### config.mk
export PLATFORM = sky130hd
export DESIGN_NAME = station_address_select
export DESIGN_NICKNAME = d
export VERILOG_FILES = /design/src/hw/station_address_select_pkg.sv /design/src/hw/station_address_select.sv
export VERILOG_INCLUDE_DIRS = /design/src /design/src/hw
export SDC_FILE = /design/constraint.sdc
export NUM_CORES = 1
export LEC_CHECK = 0
export ABC_AREA = 0
export ABC_CLOCK_PERIOD_IN_PS = 6200
export BUFFER_PORTS_ARGS = -buffer_cell sky130_fd_sc_hd__clkbuf_2
export CORE_ASPECT_RATIO = 1.25
export CORE_MARGIN = 2
export CORE_UTILIZATION = 51
export DETAILED_ROUTE_END_ITERATION = 10
export HOLD_SLACK_MARGIN = 0.05
export MAX_ROUTING_LAYER = met4
export PLACE_DENSITY = 0.74
export SYNTH_ARGS = -nofsm -noshare
export SYNTH_HDL_FRONTEND = slang
export SYNTH_SLANG_ARGS = --single-unit
### constraint.sdc
create_clock -name clk -period 6.2 [get_ports clk]
set_input_delay 0 -clock clk [delete_from_list [all_inputs] [get_ports clk]]
set_output_delay 0 -clock clk [all_outputs]
set_load 0.02 [all_outputs]
### src/hw/station_address_select_params.svh
`ifndef STATION_ADDRESS_SELECT_PARAMS_SVH
`define STATION_ADDRESS_SELECT_PARAMS_SVH
// Address word layout
`define STATION_LSB          0
`define STATION_MSB          4
`define FIRST_SEL_BIT        5
`define SECOND_SEL_BIT       6
`define BROADCAST_BIT        7
`define ADDR_WORD_RESET      8'h00
`define STATION_ID_MAX       5'h1f
// Indicator flicker: blank time after each data edge
`define FLICKER_TIME_NS      20000000
`define CLK_PERIOD_NS        10
`define FLICKER_CYCLES       (`FLICKER_TIME_NS / `CLK_PERIOD_NS)
`endif

### src/hw/station_address_select_pkg.sv
`default_nettype none
package station_address_select_pkg;
	typedef enum logic [2:0] {
		ROUTE_NONE   = 3'b001,
		ROUTE_FIRST  = 3'b010,
		ROUTE_SECOND = 3'b100
	} route_type;
endpackage
`default_nettype wire

### src/hw/station_address_select.sv
// Contract
// - Address word equals station number plus controller choice plus broadcast value.
// - Choice value 32 selects first controller, 64 second, both adds both.
// - Broadcast value 128 targets all stations, zero only the addressed one.
// - Only first select asserted: first controller answer goes to host.
// - Only second select asserted: second controller answer goes to host.
// - Both selects: both execute, only first controller answers.
// - Broadcast: chosen controllers everywhere execute; only matching station answers.
// - Transmitter enabled only while this station is selected.
// - Address-port controller always receives host commands regardless of selection.
// - After reset port decodes station zero, both selects deasserted.
// - Disable jumper bypasses selector while jumper_fitted is high: station non-addressable, single-station use.
// - Selected, receive and transmit indicators with flicker on data.
`include "station_address_select_params.svh"
`default_nettype none

module station_address_select
	import station_address_select_pkg::*;
#(
	parameter int unsigned FLICKER_CYCLES = `FLICKER_CYCLES
) (
	input  wire logic       clk,
	input  wire logic       rst_b,
	input  wire logic [7:0] address_out_port,
	input  wire logic [4:0] station_id,
	input  wire logic       selector_disable,
	input  wire logic       jumper_fitted,
	input  wire logic       host_rx_data,
	input  wire logic       first_controller_tx,
	input  wire logic       second_controller_tx,
	output var  logic       first_ctrl_select,
	output var  logic       second_ctrl_select,
	output var  logic       broadcast_qualifier,
	output var  logic       first_controller_rx,
	output var  logic       second_controller_rx,
	output var  logic       address_port_controller_rx,
	output var  logic       host_tx_data,
	output var  logic       transmit_enable_isolator,
	output var  logic       station_selected,
	output var  logic       selected_indicator,
	output var  logic       receive_indicator,
	output var  logic       transmit_indicator
);

	// Field sizes kept beside their positions so a layout change is caught here
	localparam int unsigned STATION_W = `STATION_MSB - `STATION_LSB + 1;
	localparam int unsigned BLANK_W   = 28;

	if (FLICKER_CYCLES < 2 || FLICKER_CYCLES > (2 ** BLANK_W) - 1) begin : g_bad_flicker
		$error("FLICKER_CYCLES out of range");
	end
	if (STATION_W != 5 || `FIRST_SEL_BIT != `STATION_MSB + 1) begin : g_bad_layout
		$error("address word layout does not fit the decoder");
	end

	typedef enum logic [2:0] {
		MODE_DEAD      = 3'b001,
		MODE_SINGLE    = 3'b010,
		MODE_ADDRESSED = 3'b100
	} mode_type;

	typedef struct packed {
		// Pin synchroniser stages
		logic [7:0]  addr_s0;
		logic [7:0]  addr_s1;
		logic [7:0]  addr_s2;
		logic [4:0]  id_s0;
		logic [4:0]  id_s1;
		logic [4:0]  id_s2;
		logic [2:0]  rx_sync;
		logic [2:0]  u1_sync;
		logic [2:0]  u2_sync;
		logic [2:0]  dis_sync;
		logic [2:0]  jmp_sync;
		// Levels taken once two stages agree
		logic [7:0]  addr_word;
		logic [4:0]  id_word;
		logic        disable_lvl;
		logic        jumper_lvl;
		logic        rx_lvl;
		logic        u1_lvl;
		logic        u2_lvl;
		// Decode and routing
		route_type   route;
		logic        sel1;
		logic        sel2;
		logic        bcast;
		logic        selected;
		// Registered lines toward controllers and host
		logic        rx1;
		logic        rx2;
		logic        rx3;
		logic        tx;
		logic        tx_en;
		// Indicators and their blanking timers
		logic        sel_led;
		logic        rx_led;
		logic        tx_led;
		logic [BLANK_W-1:0] rx_blank;
		logic [BLANK_W-1:0] tx_blank;
	} state_type;

	state_type  state;
	state_type  next_state;
	logic [1:0] rst_sync;
	logic       rst_int_b;

	assign rst_int_b = rst_sync[1];

	// Reset release synchroniser runs on the raw asynchronous reset, so the
	// rest of the block always leaves reset on a clean clock edge
	always_ff @(posedge clk or negedge rst_b) begin
		if (!rst_b) begin
			rst_sync <= 2'b00;
		end else begin
			rst_sync <= {rst_sync[0], 1'b1};
		end
	end

	always_ff @(posedge clk or negedge rst_int_b) begin
		if (!rst_int_b) begin
			state           <= '0;
			state.addr_word <= `ADDR_WORD_RESET;
			state.route     <= ROUTE_NONE;
		end else begin
			state <= next_state;
		end
	end

	logic [4:0] dec_station;
	logic       dec_first;
	logic       dec_second;
	logic       dec_bcast;
	logic       match;
	mode_type   mode;
	logic       rx_change;
	logic       tx_change;

	// Word is S + 32*first + 64*second + 128*broadcast; only the agreed copy is decoded
	always_comb begin
		dec_station = state.addr_word[`STATION_MSB:`STATION_LSB];
		dec_first   = state.addr_word[`FIRST_SEL_BIT];
		dec_second  = state.addr_word[`SECOND_SEL_BIT];
		dec_bcast   = state.addr_word[`BROADCAST_BIT];
		match       = (dec_station == state.id_word);
		if (!state.jumper_lvl) begin
			mode = MODE_DEAD;
		end else if (state.disable_lvl) begin
			mode = MODE_SINGLE;
		end else begin
			mode = MODE_ADDRESSED;
		end
	end

	always_comb begin
		next_state = state;

		// Three-stage pin synchronisers; only stages two and three are compared,
		// since the first stage may still be settling
		next_state.addr_s0  = address_out_port;
		next_state.addr_s1  = state.addr_s0;
		next_state.addr_s2  = state.addr_s1;

		next_state.id_s0    = station_id;
		next_state.id_s1    = state.id_s0;
		next_state.id_s2    = state.id_s1;

		next_state.rx_sync  = {state.rx_sync[1:0], host_rx_data};
		next_state.u1_sync  = {state.u1_sync[1:0], first_controller_tx};
		next_state.u2_sync  = {state.u2_sync[1:0], second_controller_tx};
		next_state.dis_sync = {state.dis_sync[1:0], selector_disable};
		next_state.jmp_sync = {state.jmp_sync[1:0], jumper_fitted};

		// A word is taken only when two stages agree, so a port caught half-way
		// through an update is never decoded
		if (state.addr_s1 == state.addr_s2) begin
			next_state.addr_word = state.addr_s2;
		end
		if (state.id_s1 == state.id_s2) begin
			next_state.id_word = state.id_s2;
		end

		if (state.rx_sync[1] == state.rx_sync[2]) begin
			next_state.rx_lvl = state.rx_sync[2];
		end

		if (state.u1_sync[1] == state.u1_sync[2]) begin
			next_state.u1_lvl = state.u1_sync[2];
		end

		if (state.u2_sync[1] == state.u2_sync[2]) begin
			next_state.u2_lvl = state.u2_sync[2];
		end

		if (state.dis_sync[1] == state.dis_sync[2]) begin
			next_state.disable_lvl = state.dis_sync[2];
		end

		if (state.jmp_sync[1] == state.jmp_sync[2]) begin
			next_state.jumper_lvl = state.jmp_sync[2];
		end

		case (mode)
			MODE_DEAD: begin
				// No jumper: station dead, neither executes nor answers
				next_state.sel1     = 1'b0;
				next_state.sel2     = 1'b0;
				next_state.bcast    = 1'b0;
				next_state.selected = 1'b0;
			end
			MODE_SINGLE: begin
				// Single-station use: both controllers always enabled, first answers
				next_state.sel1     = 1'b1;
				next_state.sel2     = 1'b1;
				next_state.bcast    = 1'b0;
				next_state.selected = 1'b1;
			end
			MODE_ADDRESSED: begin
				next_state.sel1     = dec_first & (match | dec_bcast);
				next_state.sel2     = dec_second & (match | dec_bcast);
				next_state.bcast    = dec_bcast;
				// Only the matching station may answer, even in broadcast
				next_state.selected = match & (dec_first | dec_second);
			end
			default: begin
				next_state.sel1     = 1'b0;
				next_state.sel2     = 1'b0;
				next_state.bcast    = 1'b0;
				next_state.selected = 1'b0;
			end
		endcase

		// Answer routing: first controller wins when both are selected
		if (next_state.selected && next_state.sel1) begin
			next_state.route = ROUTE_FIRST;
		end else if (next_state.selected && next_state.sel2) begin
			next_state.route = ROUTE_SECOND;
		end else begin
			next_state.route = ROUTE_NONE;
		end

		// Answer line idles at mark whenever no controller owns it
		case (state.route)
			ROUTE_FIRST: begin
				next_state.tx = state.u1_lvl;
			end
			ROUTE_SECOND: begin
				next_state.tx = state.u2_lvl;
			end
			ROUTE_NONE: begin
				next_state.tx = 1'b1;
			end
			default: begin
				next_state.tx = 1'b1;
			end
		endcase
		next_state.tx_en = state.route != ROUTE_NONE;

		// Deselected controllers see an idle line so they stay deaf
		next_state.rx1 = state.sel1 ? state.rx_lvl : 1'b1;
		next_state.rx2 = state.sel2 ? state.rx_lvl : 1'b1;
		next_state.rx3 = state.rx_lvl;

		// Receive and transmit indicators blink off briefly on each data edge so activity is visible
		rx_change = state.rx_sync[2] != state.rx_lvl;
		tx_change = state.tx != next_state.tx;
		if (rx_change) begin
			next_state.rx_blank = BLANK_W'(FLICKER_CYCLES - 1);
		end else if (state.rx_blank != '0) begin
			next_state.rx_blank = state.rx_blank - BLANK_W'(1);
		end

		if (tx_change && state.tx_en) begin
			next_state.tx_blank = BLANK_W'(FLICKER_CYCLES - 1);
		end else if (state.tx_blank != '0) begin
			next_state.tx_blank = state.tx_blank - BLANK_W'(1);
		end

		next_state.sel_led = state.selected;
		next_state.rx_led  = state.rx_blank == '0;
		next_state.tx_led  = state.tx_en && state.tx_blank == '0;
	end

	// Every output is a plain register bit, so no pin glitches while decoding
	assign first_ctrl_select          = state.sel1;
	assign second_ctrl_select         = state.sel2;
	assign broadcast_qualifier        = state.bcast;
	assign first_controller_rx        = state.rx1;
	assign second_controller_rx       = state.rx2;
	assign address_port_controller_rx = state.rx3;
	assign host_tx_data               = state.tx;
	assign transmit_enable_isolator   = state.tx_en;
	assign station_selected           = state.selected;
	assign selected_indicator         = state.sel_led;
	assign receive_indicator          = state.rx_led;
	assign transmit_indicator         = state.tx_led;

endmodule // station_address_select
`default_nettype wire

==> flow_summary_export.csv <==
group,metric,value,unit
route,drc,0,
cts,hold_buffers,20,
worst_setup_path,worst_setup_path_start_kind,"flop",
route,routed_wl,11320,um
cts,clkSinkCount,145,
power_and_ir_drop,power_density,372.7,nW/um^2
final_layout,nets,578,
synth,yosysWarnings,0,
timing,tightest_slew,1.288,ns
timing,min_period,2.778,ns
final_layout,design_area,6969,um^2
timing,slew_violations,0,
die,chipWidth,100.4,um
power_and_ir_drop,switching_share,28.76,%
global_routing,gr-total-overflow,0,
cts,ctsResizeCount,0,
global_routing,grt_start_max_net_pins,75,
timing,setup_tns,0,ns
global_routing,antenna_found_initial,0,
power_and_ir_drop,pwr-share-seq,47.7,%
route,dr_total_vias,4140,
final_layout,drive_above_1_share,17.46,%
die,design.core.area,11450,um^2
final_layout,diodes,0,
power_and_ir_drop,p_int,1850,uW
worst_setup_path,cp_data_required_time,6.53,ns
final_layout,syn2layout_area_growth,17.76,%
timing,finalSetupViolations,0,
global_routing,grt_pass1_vias,4219,
die,rows,44,
power_and_ir_drop,irDropWorstVdd,0.3133,mV
route,firstDrtPassIters,5,
power_and_ir_drop,power_frac_comb,13.7,%
cts,path_clk_slew,0.06,ns
synth,ys_top_cells_by_count,"144 x dfrtp_1, 32 x nor2_1, 26 x o21ai_0",
synth,avgSynthCellArea,11.86,um^2
cts,cts-root-buf,"clkbuf_16",
synth,synth_most_common_cell,"dfrtp_1",
power_and_ir_drop,fin_total_pwr,2597,uW
global_routing,grt_pass1_wl,19530,um
synth,yosysTopAreaCell,"dfrtp_1",
worst_setup_path,reg2reg_slack,3.42,ns
worst_setup_path,critPathKind,"flop to flop",
synth,synth_top_area_share,60.89,%
synth,synth-seq-area-share,61.33,%
worst_setup_path,cp-end-kind,"flop",
synth,synthArstFlopShare,100.0,%
power_and_ir_drop,pwr-share-clk,38.6,%
hold_path,hold_path_class,"input pin to flop",
route,routed_via_density,5.872,
synth,synth-edff-count,0,
cts,post_cts_buffers,0,
synth,synthCells,499,
route,first_iter_violations,382,
power_and_ir_drop,power_leakage,0.002952,uW
timing,rsz0062_at_grt,"no",
global_routing,grt.total_usage,20.25,%
run,cap_viol_max_count,0,
place,gp_congestion,0.8320,
timing,max_freq,360.0,MHz
die,die_h,124.4,um
synth,syn_nets,523,
timing,fin_skew,0.01022,ns
worst_setup_path,arrival,3.11,ns
cts,clockBufferDepth,2,
synth,synth_area_leaders,"dfrtp_1 61%, or3_1 2.4%, xnor2_1 2.4%",
synth,syn_area,5918,um^2
die,dieArea,12490,um^2
worst_setup_path,critPathMaxFanout,11,
die,ios,32,
die,initial_core_util,51.68,%
route,ant_nets,0,
synth,synth_cell_types,58,
timing,period_share,44.80,%
cts,cts_tree,"done",
timing,relSlewSlack,13.49,%
place,place_area,6183,um^2
place,io_buffer_count,31,
synth,synthFlopType,"dfrtp_1",
timing,finalHoldViolations,0,
route,post_drt_wl_per_cell,16.06,um
cts,cts_buffers,17,
power_and_ir_drop,net-switching-power,747.1,uW
cts,clk_latency,0.41,ns
place,post-dp-hpwl,7081,um
cts,cts.htree.levels,4,
synth,synth_seq_cells,145,
run_status,outcome,"finished, final reports clean",
[power groups by stage]
stage / Sequential (uW) / Clock (uW) / Combinational, uW
global route: 1260 / 1060 / 399
floorplan: 1210 / 0 / 277
finish: 1240 / 1000 / 355
detailed placement: 1250 / 0 / 344
global placement: 1240 / 0 / 329
CTS: 1240 / 1010 / 356
[worst max-delay path, cell delays in order, from the launching register on]
cell and delay (ns):
dfrtp_1 0.42, or4_1 0.59, nor4_1 0.67, o21ai_1 0.42
or4_1 0.51, nand3_1 0.10
[layout by cell type, fill, tap and decap left out, drive strengths merged, types with 3 or more instances in the layout]
cell type / Yosys / final
dfrtp: 144 / 144
clkbuf: 13 / 52
nor2: 32 / 32
o21ai: 29 / 29
nand3: 25 / 25
a21oi: 25 / 25
or3: 25 / 25
dlygate4sd3: 0 / 20
inv: 10 / 18
xnor2: 16 / 16
nand2: 16 / 16
or4: 16 / 16
xor2: 15 / 15
nor4: 14 / 14
mux2: 12 / 12
o31ai: 12 / 12
nor3: 12 / 12
nand4: 9 / 9
and3: 7 / 7
or2: 7 / 7
o41ai: 6 / 6
nand4b: 5 / 5
maj3: 5 / 5
nor4b: 4 / 4
o211ai: 4 / 4
ha: 4 / 4
nand3b: 3 / 3
or3b: 3 / 3
[registers in the layout (all words and copies together) (netlist names)]
signal and flops:
second_ctrl_select 1, host_tx_data 1, dec_first 1, selected_indicator 1, second_controller_rx 1, dec_bcast 1, address_port_controller_rx 1, transmit_indicator 1
receive_indicator 1, broadcast_qualifier 1, next_state 37, first_ctrl_select 1, rst_sync 2, dec_second 1, dec_station 5, station_selected 1
first_controller_rx 1, state 86, transmit_enable_isolator 1
[worst paths after layout]
path                       cells after the start                start               to
max                                            5            state[34]        state[45]
max reg2reg                                    5            state[34]        state[45]
min in group asynchronous                      3                rst_b      rst_sync[1]
min reg2reg                                    0      next_state[113]  next_state[108]
min                                            2  address_out_port[6]  next_state[133]
max in group asynchronous                      1          rst_sync[1]   next_state[96]
[kinds of logic (layout without fill, tap and decap cells)]
family,count (synthesis),count (layout),share of synthesized area (%)
AOI/OAI and AO/OA,84,84,8.647
xor gates and xnor gates,31,31,4.588
adders and majority gates,9,9,1.691
buffers and inverters,27,95,2.009
DFF,145,145,61.33
muxes,14,14,2.622
other,1,1,0.06336
and+or+nand+nor,188,188,19.05
[per-layer routing]
metal	vias up	global-route usage [%]	wire, um
met5	-	-	0
met3	19	5.163	423
li1	1935	-	-
met1	2077	24.53	4775
met2	109	33.48	5972
met4	0	5.963	151
[final cells by class]
type	count	area (um^2)
tap	138	172.7
clock buffer	21	470.5
clock inverter	11	115.1
inverter	10	37.54
sequential	145	3633
fill	888	4482
multi-input combinational	327	2170
timing repair buffer	53	370.4
[per-stage QoR]
stage | hold WS (ns) | utilization (%) | instances | setup WS (ns)
3_3_place_gp | -0.2149 | 54.00 | 653 | 3.567
5_1_grt | 0.2240 | 60.86 | 705 | 3.199
3_5_place_dp | -0.2120 | 54.00 | 653 | 3.501
4_1_cts | 0.2153 | 60.86 | 705 | 3.481
2_1_floorplan | -0.2956 | - | 499 | 1.863
6_report | 0.2297 | 60.86 | 705 | 3.422
Power figures use the tool's default switching activity.
